`config.mk`:
```
export PLATFORM = sky130hd
export DESIGN_NAME = dram_refresh_and_calibration
export DESIGN_NICKNAME = d
export VERILOG_FILES = /design/src/core/dram_maint_pkg.sv /design/src/core/refresh_timebase.sv /design/src/core/dram_refresh_and_calibration.sv
export SDC_FILE = /design/constraint.sdc
export NUM_CORES = 1
export LEC_CHECK = 0
export ABC_AREA = 1
export BUFFER_PORTS_ARGS = -buffer_cell sky130_fd_sc_hd__buf_2
export CAP_MARGIN = 20
export CORE_MARGIN = 2
export CORE_UTILIZATION = 36
export DETAILED_ROUTE_END_ITERATION = 10
export HOLD_SLACK_MARGIN = 0.1
export PLACE_DENSITY = 0.69
export SYNTH_ARGS = -nofsm -noshare
export SYNTH_HDL_FRONTEND = slang
export SYNTH_SLANG_ARGS = --single-unit
```
`constraint.sdc`:
```
create_clock -name pclk -period 2.5 [get_ports pclk]
set_input_delay 0.375 -clock pclk [delete_from_list [all_inputs] [get_ports pclk]]
set_output_delay 0.375 -clock pclk [all_outputs]
set_load 0.03 [all_outputs]
```
`src/core/dram_maint_pkg.sv`:
```
package dram_maint_pkg;

  // ==========================================================
  // Array geometry
  localparam int BANK_BITS = 5;
  localparam int ROW_BITS = 9;
  localparam logic [4:0] BANK_MAX = 5'h1F;
  localparam int DEV_BITS = 6;

  // ==========================================================
  // Self-refresh time base
  localparam longint REF_INTERVAL_NS = 32000000;
  localparam int CLK_PERIOD_NS = 40;
  localparam longint SUBINT_NS = REF_INTERVAL_NS >> (BANK_BITS + ROW_BITS);
  // Longest time: rounded down, never below one cycle
  localparam int SUBINT_CYCLES = (SUBINT_NS / CLK_PERIOD_NS) < 1 ? 1
                                 : int'(SUBINT_NS / CLK_PERIOD_NS);

  // ==========================================================
  // Channel timing, in channel clock cycles
  localparam int CAC_LINK = 8;
  localparam int CAL_PKT_LINK = 4;
  localparam logic [1:0] TEMP_CALIBRATE_CMD_QUIET_DELAY = 2'h2;
  localparam logic [7:0] TCQUIET_LINK = 8'h8C;

  // ==========================================================
  // Calibration packet drive
  localparam logic [1:0] CAL_PATTERN = 2'h2;
  localparam int CAL_LSB = 3;
  localparam int TSQ_POS = 5;
  localparam logic [8:0] CAL_OE_A = 9'h038;
  localparam logic [8:0] CAL_OE_B = 9'h018;

  // ==========================================================
  // Register map (byte addresses)
  localparam logic [11:0] ADDR_CTRL = 12'h000;
  localparam logic [11:0] ADDR_STATUS = 12'h004;
  localparam logic [11:0] ADDR_REFRESH = 12'h008;
  localparam logic [11:0] ADDR_CAL = 12'h00C;
  localparam int CTRL_NSR_POS = 0;
  localparam int CTRL_DEV_LSB = 8;
  localparam int CTRL_TSQ_POS = 16;
  localparam int STATUS_SELF_POS = 2;
  localparam int STATUS_QUIET_POS = 3;
  localparam int STATUS_CALBUSY_POS = 4;
  localparam int REFRESH_BANK_LSB = 16;
  localparam int CAL_SLEW_LSB = 8;
  localparam logic [5:0] DEV_ID_RESET = 6'h00;
  localparam logic [5:0] IOL_RESET = 6'h20;
  localparam logic [3:0] SLEW_RESET = 4'h8;

  // ==========================================================
  // Types
  typedef enum logic [3:0] {
    cmd_none,
    refresh_activate_cmd,
    refresh_precharge_cmd,
    cmd_attention,
    cmd_relax,
    cmd_nap,
    cmd_powerdown,
    cmd_wake,
    temp_cal_enable_cmd,
    temp_calibrate_cmd,
    cmd_calibrate,
    sample_cmd
  } cmd_type;

  typedef enum logic [1:0] {
    standby_state,
    attention_state,
    nap_state,
    powerdown_state
  } power_type;

endpackage

```
`src/core/refresh_timebase.sv`:
```
`timescale 1ns/10ps
module refresh_timebase
  import dram_maint_pkg::*;
(
  input wire logic pclk, // System clock
  input wire logic presetn, // Asynchronous reset, active low
  input wire logic run, // Count while self-refresh runs
  output logic tick // One-cycle pulse per refresh sub-interval
);

  localparam int CW = $clog2(SUBINT_CYCLES + 1);
  localparam logic [CW-1:0] LAST = CW'(SUBINT_CYCLES - 1);

  logic [CW-1:0] count;
  logic [CW-1:0] next_count;
  logic next_tick;

  // ==========================================================
  // Interval counter
  always_comb
  begin
    next_count = '0;
    next_tick = 1'b0;
    if (run)
    begin
      if (count == LAST)
        next_tick = 1'b1;
      else
        next_count = count + CW'(1);
    end
  end

  always_ff @(posedge pclk or negedge presetn)
  begin
    if (!presetn)
    begin
      count <= '0;
      tick <= 1'b0;
    end
    else
    begin
      count <= next_count;
      tick <= next_tick;
    end
  end

endmodule

```
`src/core/dram_refresh_and_calibration.sv`:
```
`timescale 1ns/10ps
module dram_refresh_and_calibration
  import dram_maint_pkg::*;
(
  input wire logic pclk, // System clock
  input wire logic presetn, // Asynchronous reset, active low
  input wire logic psel, // APB select
  input wire logic penable, // APB enable
  input wire logic pwrite, // APB direction
  input wire logic [11:0] paddr, // APB byte address
  input wire logic [31:0] pwdata, // APB write data
  output logic [31:0] prdata, // APB read data
  output logic pready, // APB ready
  output logic pslverr, // APB error on unmapped address
  input wire logic chan_clk, // Channel clock, sampled
  input wire cmd_type cmd_code, // Decoded channel command
  input wire logic broadcast_bit_true, // Broadcast bit, true half
  input wire logic broadcast_bit_false, // Broadcast bit, false half
  input wire logic [5:0] device_addr_field, // Addressed device
  input wire logic [4:0] bank_addr, // Bank field of the command
  input wire logic iol_compare, // Output level above reference
  output logic [8:0] data_wires_a_out, // A data wires, drive value
  output logic [8:0] data_wires_a_oe, // A data wires, drive enable
  output logic [8:0] data_wires_b_out, // B data wires, drive value
  output logic [8:0] data_wires_b_oe, // B data wires, drive enable
  output logic core_act, // Core activate pulse
  output logic core_pre, // Core precharge pulse
  output logic [4:0] core_bank, // Bank of the core operation
  output logic [8:0] core_row, // Row of the core activate
  output logic self_refresh, // Self-refresh running
  output logic temp_quiet, // Temperature quiet window open
  output logic [5:0] iol_code, // Output current setting
  output logic [3:0] slew_code // Output slew setting
);

  localparam int SW = 19;

  // ==========================================================
  // Channel input synchroniser
  logic [SW-1:0] sync1;
  logic [SW-1:0] sync2;
  logic chan_prev;

  always_ff @(posedge pclk or negedge presetn)
  begin
    if (!presetn)
    begin
      sync1 <= '0;
      sync2 <= '0;
      chan_prev <= 1'b0;
    end
    else
    begin
      sync1 <= {chan_clk, broadcast_bit_true, broadcast_bit_false, device_addr_field,
                bank_addr, cmd_code, iol_compare};
      sync2 <= sync1;
      chan_prev <= sync2[18];
    end
  end

  logic link_edge;
  logic bcast;
  logic [5:0] s_dev;
  logic [4:0] s_bank;
  cmd_type s_cmd;
  logic s_cmp;
  assign link_edge = sync2[18] & ~chan_prev;
  assign bcast = sync2[17] & sync2[16];
  assign s_dev = sync2[15:10];
  assign s_bank = sync2[9:5];
  assign s_cmd = cmd_type'(sync2[4:1]);
  assign s_cmp = sync2[0];

  // ==========================================================
  // APB slave, no wait states
  logic sleep_selfrefresh_enable;
  logic temp_sensor_status_bit;
  logic [5:0] dev_id;
  logic next_nsr;
  logic next_tsq;
  logic [5:0] next_dev_id;
  logic [31:0] next_prdata;
  logic next_pready;
  logic next_pslverr;
  power_type pstate;
  logic [8:0] row_cnt;
  logic [4:0] bank_cnt;
  logic cal_busy;

  always_comb
  begin
    next_nsr = sleep_selfrefresh_enable;
    next_tsq = temp_sensor_status_bit;
    next_dev_id = dev_id;
    next_prdata = prdata;
    next_pready = psel & ~penable;
    next_pslverr = 1'b0;
    if (psel && !penable)
    begin
      next_prdata = '0;
      case (paddr)
        ADDR_CTRL:
        begin
          next_prdata[CTRL_NSR_POS] = sleep_selfrefresh_enable;
          next_prdata[CTRL_DEV_LSB +: DEV_BITS] = dev_id;
          next_prdata[CTRL_TSQ_POS] = temp_sensor_status_bit;
        end
        ADDR_STATUS:
        begin
          next_prdata[1:0] = pstate;
          next_prdata[STATUS_SELF_POS] = self_refresh;
          next_prdata[STATUS_QUIET_POS] = temp_quiet;
          next_prdata[STATUS_CALBUSY_POS] = cal_busy;
        end
        ADDR_REFRESH:
        begin
          next_prdata[ROW_BITS-1:0] = row_cnt;
          next_prdata[REFRESH_BANK_LSB +: BANK_BITS] = bank_cnt;
        end
        ADDR_CAL:
        begin
          next_prdata[5:0] = iol_code;
          next_prdata[CAL_SLEW_LSB +: 4] = slew_code;
        end
        default:
          next_pslverr = 1'b1;
      endcase
    end
    if (psel && penable && pready && pwrite && paddr == ADDR_CTRL)
    begin
      next_nsr = pwdata[CTRL_NSR_POS];
      next_dev_id = pwdata[CTRL_DEV_LSB +: DEV_BITS];
      next_tsq = pwdata[CTRL_TSQ_POS];
    end
  end

  always_ff @(posedge pclk or negedge presetn)
  begin
    if (!presetn)
    begin
      sleep_selfrefresh_enable <= 1'b0;
      temp_sensor_status_bit <= 1'b0;
      dev_id <= DEV_ID_RESET;
      prdata <= '0;
      pready <= 1'b0;
      pslverr <= 1'b0;
    end
    else
    begin
      sleep_selfrefresh_enable <= next_nsr;
      temp_sensor_status_bit <= next_tsq;
      dev_id <= next_dev_id;
      prdata <= next_prdata;
      pready <= next_pready;
      pslverr <= next_pslverr;
    end
  end

  // ==========================================================
  // Self-refresh time base
  logic sr_tick;

  refresh_timebase u_timebase (
    .pclk(pclk),
    .presetn(presetn),
    .run(self_refresh),
    .tick(sr_tick)
  );

  // ==========================================================
  // Maintenance state
  power_type saved_state;
  power_type next_pstate;
  power_type next_saved_state;
  logic [8:0] next_row_cnt;
  logic [4:0] next_bank_cnt;
  logic sr_pre_pending;
  logic next_sr_pre_pending;
  logic next_core_act;
  logic next_core_pre;
  logic [4:0] next_core_bank;
  logic [8:0] next_core_row;
  logic next_self_refresh;
  logic [1:0] temp_calibrate_cmd_delay;
  logic [1:0] next_temp_calibrate_cmd_delay;
  logic [7:0] quiet_cnt;
  logic [7:0] next_quiet_cnt;
  logic next_temp_quiet;
  logic [CAC_LINK-1:0] cal_pipe;
  logic [CAC_LINK-1:0] sam_pipe;
  logic [CAC_LINK-1:0] next_cal_pipe;
  logic [CAC_LINK-1:0] next_sam_pipe;
  logic [2:0] pkt_cnt;
  logic [2:0] next_pkt_cnt;
  logic pkt_sample;
  logic next_pkt_sample;
  logic [5:0] next_iol_code;
  logic [3:0] next_slew_code;
  logic [8:0] next_a_out;
  logic [8:0] next_a_oe;
  logic [8:0] next_b_oe;
  logic mine;

  assign mine = bcast | (s_dev == dev_id);
  assign cal_busy = pkt_cnt != 3'h0;

  always_comb
  begin
    next_pstate = pstate;
    next_saved_state = saved_state;
    next_row_cnt = row_cnt;
    next_bank_cnt = bank_cnt;
    next_sr_pre_pending = 1'b0;
    next_core_act = 1'b0;
    next_core_pre = 1'b0;
    next_core_bank = core_bank;
    next_core_row = core_row;
    next_temp_calibrate_cmd_delay = temp_calibrate_cmd_delay;
    next_quiet_cnt = quiet_cnt;
    next_temp_quiet = temp_quiet;
    next_cal_pipe = cal_pipe;
    next_sam_pipe = sam_pipe;
    next_pkt_cnt = pkt_cnt;
    next_pkt_sample = pkt_sample;
    next_iol_code = iol_code;
    next_slew_code = slew_code;
    if (link_edge)
    begin
      case (s_cmd)
        refresh_activate_cmd:
          // Power state is left alone here, broadcast or not
          if (mine && !self_refresh)
          begin
            next_core_act = 1'b1;
            next_core_bank = s_bank;
            next_core_row = row_cnt;
            if (s_bank == BANK_MAX)
              next_row_cnt = row_cnt + 9'h001;
          end
        refresh_precharge_cmd:
          if (mine && !self_refresh)
          begin
            next_core_pre = 1'b1;
            next_core_bank = s_bank;
          end
        cmd_attention:
          if (!bcast && mine && pstate == standby_state)
            next_pstate = attention_state;
        cmd_relax:
          if (mine && pstate == attention_state)
            next_pstate = standby_state;
        cmd_nap, cmd_powerdown:
          if (mine && (pstate == standby_state || pstate == attention_state))
          begin
            next_saved_state = pstate;
            next_pstate = (s_cmd == cmd_nap) ? nap_state : powerdown_state;
            next_bank_cnt = '0;
          end
        cmd_wake:
          if (mine && (pstate == nap_state || pstate == powerdown_state))
            next_pstate = saved_state;
        temp_calibrate_cmd:
          if (bcast)
            next_temp_calibrate_cmd_delay = TEMP_CALIBRATE_CMD_QUIET_DELAY;
        default:
          next_pstate = pstate;
      endcase
      if (temp_quiet)
      begin
        next_quiet_cnt = quiet_cnt - 8'h01;
        if (quiet_cnt == 8'h01)
        begin
          next_temp_quiet = 1'b0;
          if (s_cmp && slew_code != 4'hF)
            next_slew_code = slew_code + 4'h1;
          else if (!s_cmp && slew_code != 4'h0)
            next_slew_code = slew_code - 4'h1;
        end
      end
      // Window opens on the second channel edge after the command;
      // a window opening as the old one closes wins over the close
      if (temp_calibrate_cmd_delay != 2'h0)
      begin
        next_temp_calibrate_cmd_delay = temp_calibrate_cmd_delay - 2'h1;
        if (temp_calibrate_cmd_delay == 2'h1)
        begin
          next_temp_quiet = 1'b1;
          next_quiet_cnt = TCQUIET_LINK;
        end
      end
      // Calibration is answered only when addressed to this device alone
      next_cal_pipe = {cal_pipe[CAC_LINK-2:0],
                       !bcast && mine && (s_cmd == cmd_calibrate || s_cmd == sample_cmd)};
      next_sam_pipe = {sam_pipe[CAC_LINK-2:0], !bcast && mine && s_cmd == sample_cmd};
      if (pkt_cnt != 3'h0)
      begin
        next_pkt_cnt = pkt_cnt - 3'h1;
        if (pkt_cnt == 3'h1 && pkt_sample)
        begin
          if (s_cmp && iol_code != 6'h00)
            next_iol_code = iol_code - 6'h01;
          else if (!s_cmp && iol_code != 6'h3F)
            next_iol_code = iol_code + 6'h01;
        end
      end
      if (cal_pipe[CAC_LINK-1])
      begin
        next_pkt_cnt = 3'(CAL_PKT_LINK);
        next_pkt_sample = sam_pipe[CAC_LINK-1];
      end
    end
    next_self_refresh = (next_pstate == powerdown_state) ||
                        (next_pstate == nap_state && sleep_selfrefresh_enable);
    if (self_refresh && sr_tick)
    begin
      next_core_act = 1'b1;
      next_core_bank = bank_cnt;
      next_core_row = row_cnt;
      next_sr_pre_pending = 1'b1;
    end
    if (sr_pre_pending)
    begin
      next_core_pre = 1'b1;
      next_bank_cnt = bank_cnt + 5'h01;
      if (bank_cnt == BANK_MAX)
        next_row_cnt = row_cnt + 9'h001;
    end
    next_a_out = '0;
    next_a_oe = '0;
    next_b_oe = '0;
    if (next_pkt_cnt != 3'h0)
    begin
      next_a_out[CAL_LSB +: 2] = CAL_PATTERN;
      next_a_out[TSQ_POS] = temp_sensor_status_bit;
      next_a_oe = CAL_OE_A;
      next_b_oe = CAL_OE_B;
    end
  end

  always_ff @(posedge pclk or negedge presetn)
  begin
    if (!presetn)
    begin
      pstate <= powerdown_state;
      saved_state <= standby_state;
      row_cnt <= '0;
      bank_cnt <= '0;
      sr_pre_pending <= 1'b0;
      core_act <= 1'b0;
      core_pre <= 1'b0;
      core_bank <= '0;
      core_row <= '0;
      self_refresh <= 1'b0;
      temp_calibrate_cmd_delay <= '0;
      quiet_cnt <= '0;
      temp_quiet <= 1'b0;
      cal_pipe <= '0;
      sam_pipe <= '0;
      pkt_cnt <= '0;
      pkt_sample <= 1'b0;
      iol_code <= IOL_RESET;
      slew_code <= SLEW_RESET;
      data_wires_a_out <= '0;
      data_wires_a_oe <= '0;
      data_wires_b_out <= '0;
      data_wires_b_oe <= '0;
    end
    else
    begin
      pstate <= next_pstate;
      saved_state <= next_saved_state;
      row_cnt <= next_row_cnt;
      bank_cnt <= next_bank_cnt;
      sr_pre_pending <= next_sr_pre_pending;
      core_act <= next_core_act;
      core_pre <= next_core_pre;
      core_bank <= next_core_bank;
      core_row <= next_core_row;
      self_refresh <= next_self_refresh;
      temp_calibrate_cmd_delay <= next_temp_calibrate_cmd_delay;
      quiet_cnt <= next_quiet_cnt;
      temp_quiet <= next_temp_quiet;
      cal_pipe <= next_cal_pipe;
      sam_pipe <= next_sam_pipe;
      pkt_cnt <= next_pkt_cnt;
      pkt_sample <= next_pkt_sample;
      iol_code <= next_iol_code;
      slew_code <= next_slew_code;
      data_wires_a_out <= next_a_out;
      data_wires_a_oe <= next_a_oe;
      data_wires_b_out <= '0;
      data_wires_b_oe <= next_b_oe;
    end
  end

endmodule

```
==> impl_results.md, run 1 <==
- Initial antenna violation count: 1
- EDFF count, synth: 0
- Synth Area in Adders: 3.95%
- CTS Sinks: 154
- Leak: 0.00444 uW
- FP Rows: 51
- Die height: 144 um
- Fill cells: ~1900
- First-pass GRT wire length: about 24 mm
- Post-placement cell area: approximately 7700 sq um
- DR vias/cell: 4.49
- Area contributors post-synth: dfrtp_1 53%, nand2_1 9.6%, buf_4 5.0%
- CP Launch Type: flip-flop
- #FFs+latches synth: around 150
- Sequential area share after synthesis: about 55%
- Setup violators final: 0
- Max FO, Critical Path: 4
- I/O Pins: 166
- Area of the mapped netlist: about 7000 sq um
- Status: finished, final reports clean
- Final #Nets: approximately 980
- Non-Filler Instances: 1169
- Final Hold Viols: 0
- Largest net degree at the start of global routing: 53
- TritonCTS Buffers: 17
- Net Sw Frac: approximately 28%
- Tightest Pin Transition: roughly 630 ps
- Worst path arrival time: approximately 2600 ps
- CTS Buffer Depth: 2
- Fin area: approximately 8500 sq um
- Post-Synthesis Cells: about 760
- Die area: slightly above 20000 sq um
- H-tree levels: 4
- Slew Viols, Final: 0
- Max-cap violations: 0
- Ys flop type: dfrtp_1
- Global placer's final weighted congestion: between 0.8 and 0.9
- Grt met2 use: a little under a quarter
- Die width: approximately 140 um
- Power Dens Cells: slightly below 800 nW/um^2
- Post-synth top area share: between 50% and 60%
- Post-synthesis simple-gate area fraction: 19.4%
- Wire per inst: roughly 13 um
- Total track usage: 15.2%
- Async SR Flop Fraction: 100%
- Post-synthesis xor/xnor area fraction: around 2%
- Final ANT Viol Nets: 0
- Clk network pwr share: between 40% and 50%
- Internal power: between 4000 and 5000 uW
- Unrepaired setup endpoints after global routing: false
- Final WL: 15.0 mm
- Cells after DPL: ~1100
- Tcrit/Tclk final: 90.1%
- Synth area leader: dfrtp_1
- Initial DRC count: just over 300
- Initial core utilization: a little over a third
- VDD IR-drop max: ~0.00050 V
- Post-synthesis mux area share: less than 1%
- Critical path class: flip-flop to flip-flop
- Vias in the first global route: between 4000 and 5000
- Main combinational cell family by area after synthesis: simple AND/OR/NAND/NOR gates
- Grt ovf: 0
- Detail Placement HPWL: 10.9 mm
- Minimum clock period: between 2000 and 2500 ps
- Drt pass-1 iters: 5
- Combinational power share: between 15 and 20%
- Share of layout cells above drive strength 1: around 19%
- Slew headroom: a little under 60%
- Final Util: about 44%
- Achievable Freq: about 440 MHz
- Critical Path End Type: flip-flop
- Clock skew: slightly below 8 ps
- Worst EP required: approximately 2900 ps
- M1 GR Usage: between 10% and 20%
- Clock-pin slew on the worst setup and hold paths: approximately 60 ps
- Flop pwr share: a little over two fifths
- DR vias: between 5000 and 6000
- Yosys cell types: 45
- Global routing's busiest layer: met2
- Area growth syn-to-layout: 21.5%
- Worst hold path type: input port to flip-flop
- Min Hold Slack: 198 ps
- DR DRC count: 0
- Post-Route Setup TNS: 0 ps
- Met3 track demand over resource: about 5%
- I/O Buffers: approximately 100
- Post-synthesis compound-gate area fraction: a little over 8%
- CTS tree: built
- Root buffer cell: clkbuf_16
- Latest clock arrival within the worst-skew pair: 420 ps
- Net switching power figure: between 1500 and 2000 uW
- Core area: 19300 sq um
- Syn Area/Cell: 9.27 sq um
- Ys Warns: 0
[registers in the layout, summed over array words and instances, names as in the netlist, 8 cells and up]
| signal | cells |
|---|---|
| sync1 | 19 |
| cal_pipe | 8 |
| sam_pipe | 8 |
| core_row | 9 |
| prdata | 19 |
| quiet_cnt | 8 |
| sync2 | 19 |
| row_cnt | 9 |
[worst max-delay path, stage by stage (launching register included)]
cell and delay, ps:
dfstp_2 560, inv_1 60, nand4_1 90, nand2_1 80, inv_1 130, ha_1 290, a21oi_1 160, nand2_1 80
nand2_1 80, nand2_1 50, a21oi_1 240, o21ai_2 80, a21oi_2 120, xor2_1 160
[kinds of logic after synthesis]
logic type	count (synthesis)
adder cells (fa/ha/maj)	21
buffers and inverters	154
AO/OA/AOI/OAI	97
XOR/XNOR	16
multiplexers	4
AND/OR/NAND/NOR	312
other	1
flip-flops	154
[cell usage after synthesis, types with 2 or more instances]
master    count
nand2_1     179
or2_1         2
ha_1         19
dfstp_2       4
nand3_1      23
dfrtp_1     150
nand2_2       5
buf_6         3
nor2_1       65
o21ai_0      32
nor2_4        3
nand4_1      12
fa_1          2
nor4_1        3
o221ai_1      5
inv_2         5
or2_2         3
inv_1        91
buf_4        47
o31ai_1       7
nand3_2       3
o22ai_1       9
mux2_2        4
a21oi_1      30
o21ai_1       2
clkbuf_1      6
xnor2_1       2
a31oi_1       7
nor3_1        6
nor3_2        2
xor2_1       14
[worst paths after layout]
kind	start	to	slack, ps	depth (start not counted)
hold / removal	pwdata[11]	dev_id[3]	200	3
hold reg to reg	sync1[1]	sync2[1]	340	0
min in group asynchronous	presetn	sync2[1]	490	2
setup reg to reg	iol_code[5]	iol_code[5]	250	13
setup / recovery	iol_code[5]	iol_code[5]	250	13
max in group asynchronous	presetn	pstate[1]	1350	3
[timing repair]
item                                    in CTS  in global routing
endpoints found under the setup margin       0                  0
hold endpoints to repair                    68                  0
setup buffers                                0                  0
gates resized for setup                      0                  0
hold buffers                                20                  0
[metal layers]
layer | part of all wire [%] | wire length (um)
met2 | 47 | 7000
met5 | 0 | 0
met4 | 2.8 | 417
met3 | 6.2 | 923
met1 | 44 | 6620
[cell usage in the layout, fill, tap and decap left out, types with 5 or more instances in the layout]
cell,Yosys,final
a21oi_1,30,30
a31oi_1,7,7
buf_2,1,98
buf_4,47,7
clkbuf_16,0,17
conb_1,1,42
dfrtp_1,150,150
dlygate4sd3_1,0,20
ha_1,19,19
inv_1,91,91
inv_2,5,5
nand2_1,179,179
nand2_2,5,5
nand3_1,23,23
nand4_1,12,12
nor2_1,65,65
nor3_1,6,6
o21ai_0,32,32
o221ai_1,5,5
o22ai_1,9,9
o31ai_1,7,7
xor2_1,14,14
[layout make-up]
cell class	count	area, sq um	share of cell area [%]
Timing Repair Buffer	128	795	9.29
Clock buffer	23	488	5.71
Clock inverter	9	159	1.86
Tap cell	265	332	3.88
Sequential cell	154	3860	45.1
Inverter	97	364	4.26
Multi-Input combinational cell	492	2550	29.8
Antenna cell	1	2.50	0.0293
[stage by stage]
stage                     power, uW  worst slack, ps
final                          6680              248
after global routing           7020             38.2
after CTS                      6770              251
after detailed placement       3940              278
after global placement         3910              359
after floorplan                3690              251
[power by group through the flow]
stage	clock network [uW]	registers (uW)	logic, uW
after floorplan	0	3000	696
after global placement	0	2890	1030
after detailed placement	0	2900	1040
after CTS	2840	2850	1070
after global routing	2950	2880	1200
final	2770	2850	1060
(Power assumes the default switching activity.)
==> run 2: changes to the inputs <==
CELL_PAD_IN_SITES_DETAIL_PLACEMENT = 0   (was default)
CELL_PAD_IN_SITES_GLOBAL_PLACEMENT = 1   (was default)
GPL_TIMING_DRIVEN = 0   (was default)
PLACE_DENSITY = 0.84   (was 0.69)
==> run 2 against run 1 <==
Compared with the run above: global-route usage down 0.24 points; final area is 3.4% higher; worst hold slack better by 6.1 ps; critical endpoint unchanged; highest routed layer unchanged.
==> impl_results.md, run 2 (synthesis results as in run 1) <==
- Status: finished, final reports clean
- Final Hold Viols: 0 (unchanged)
- Core area: 19300 sq um (unchanged)
- Initial antenna violation count: 0 (-1)
- Final WL: 14.7 mm (-1.7%)
- Die width: 144 um (unchanged)
- Power Dens Cells: 737 nW/um^2 (-5.8%)
- Net Sw Frac: 29.8% (+1.8 points)
- Minimum clock period: 2280 ps (+27.9 ps)
- CTS tree: built
- CP Launch Type: flip-flop
- H-tree levels: 4 (unchanged)
- Slew headroom: 60.9% (+3.1 points)
- Net switching power figure: 1940 uW (+3.7%)
- Leak: 0.00465 uW (+4.7%)
- Largest net degree at the start of global routing: 102 (+92%)
- Final Util: 45.7% (+1.5 points)
- Worst hold path type: input port to flip-flop
- Area growth syn-to-layout: 25.6%
- DR vias/cell: 4.36 (-2.8%)
- Flop pwr share: 43.8% (+1.2 points)
- Clock skew: 9.53 ps (+1.70 ps)
- I/O Buffers: 99 (unchanged)
- Clock-pin slew on the worst setup and hold paths: 60 ps (about the same)
- Final ANT Viol Nets: 0 (unchanged)
- Max-cap violations: 0 (unchanged)
- DRT met1 WL: 7.09 mm (+7.0%)
- DR vias: 5306 (+1.1%)
- Top Registers: prdata x19, sync1 x19, sync2 x19
- Global placer's final weighted congestion: 0.830 (-6.5%)
- Worst path arrival time: 2630 ps (+30 ps)
- Slew Viols, Final: 0 (unchanged)
- First-pass GRT wire length: 23.9 mm (-1.1%)
- Vias in the first global route: 4784 (-3.9%)
- Final #Nets: 1028 (+5.0%)
- Unrepaired setup endpoints after global routing: false
- Tcrit/Tclk final: 91.2% (+1.1 points)
- DR DRC count: 0 (unchanged)
- I/O Pins: 166 (unchanged)
- Critical Path End Type: flip-flop
- Wire per inst: 12.1 um (-5.6%)
- Die area: 20700 sq um (unchanged)
- # diodes: 0 (-1)
- Tightest Pin Transition: 582 ps (-51.1 ps)
- TritonCTS Buffers: 17 (unchanged)
- Latest clock arrival within the worst-skew pair: 420 ps (about the same)
- Detail Placement HPWL: 10.9 mm (+0.17%)
- Total track usage: 14.9% (-0.24 points)
- Clk network pwr share: 38.4% (-3.1 points)
- Die height: 144 um (unchanged)
- CTS Sinks: 154 (unchanged)
- CTS Buffer Depth: 2 (unchanged)
- Cells after DPL: 1165 (+4.4%)
- VDD IR-drop max: 0.000496 V (-0.96%)
- Drt pass-1 iters: 4 (-1)
- Dpl ws: 137 ps (-141 ps)
- Critical path class: flip-flop to flip-flop
- Routed wl met3: 726 um (-21%)
- Worst EP required: 2850 ps (about the same)
- Achievable Freq: 439 MHz (-1.2%)
- Max FO, Critical Path: 5 (+1)
- Most common cell after layout, fill and taps aside: nand2_1
- Setup violators final: 0 (unchanged)
- Share of layout cells above drive strength 1: 23.1% (+3.8 points)
- Initial core utilization: 36.4% (unchanged)
- PnR worst setup slack: 220 ps (-27.9 ps)
- Combinational power share: 17.8% (+1.9 points)
- Grt ovf: 0 (unchanged)
- Fin area: 8840 sq um (+3.4%)
- Post-placement cell area: 8050 sq um (+4.5%)
- Met2 Routed Length: 6.68 mm (-4.6%)
- Uppermost layer routed: met4
- Internal power: 4570 uW (-5.0%)
- Non-Filler Instances: 1217 (+4.1%)
- Root buffer cell: clkbuf_16
- Initial DRC count: 275 (-10%)
- Most frequent cells in the layout: 178 x nand2_1, 150 x dfrtp_1, 99 x buf_2
- FP Rows: 51 (unchanged)
- Setup Buffers After CTS: 0 (unchanged)
==> run 2: through the flow <==
step	TNS, ps	hold slack, ps	total power, uW
3_3_place_gp	-184210	334	4000
3_5_place_dp	0	335	4040
6_report	0	204	6510
4_1_cts	0	193	6590
2_1_floorplan	0	79.4	3690
5_1_grt	0	205	6880
==> run 2: per-layer routing <==
metal  global-route usage (%)  vias to the layer above
li1                         -                     2700
met1                     20.6                     2472
met2                     23.0                      119
met3                     3.63                       15
met4                     5.21                        0
met5                        0                        -
==> run 2: final timing paths <==
path | start | to | slack, ps | depth (start not counted)
min in group asynchronous | presetn | core_bank[1] | 460 | 2
worst max-delay path | iol_code[5] | iol_code[5] | 220 | 13
worst min-delay path | pwdata[9] | dev_id[1] | 200 | 3
worst max register to register | iol_code[5] | iol_code[5] | 220 | 13
worst min register to register | sync1[17] | sync2[17] | 350 | 0
max in group asynchronous | presetn | pstate[0] | 1170 | 3
==> run 2: power by group through the flow <==
stage / combinational, uW / clock [uW] / sequential [uW]
after CTS: 1170 / 2560 / 2850
final: 1160 / 2500 / 2850
after global routing: 1300 / 2690 / 2880
after detailed placement: 1140 / 0 / 2890
after floorplan: 696 / 0 / 3000
after global placement: 1120 / 0 / 2890
==> run 2: cell type report <==
class                           count  area, sq um
Clock inverter                     11          111
Inverter                           97          364
Tap cell                          265          332
Sequential cell                   154         3860
Timing Repair Buffer              120          729
Fill cell                        1848        10500
Multi-Input combinational cell    492         2560
Clock buffer                       21          470
Buffer                             57          414
==> run 2: timing repair <==
action | CTS | global route
setup endpoints to repair | 0 | 1
gates resized for setup | 0 | 2
endpoints found under the hold margin | 70 | 0
hold buffers | 20 | 0
==> run 2: critical path, cell delays in order (launching register included) <==
cell     delay [ps]
dfstp_2         570
inv_1            60
nand4_1         100
nand2_2         110
inv_1           150
ha_1            290
a21oi_1         150
nand2_1          80
nand2_1          80
nand2_1          60
a21oi_2         180
o21ai_2          70
a21oi_2         120
xor2_1          160
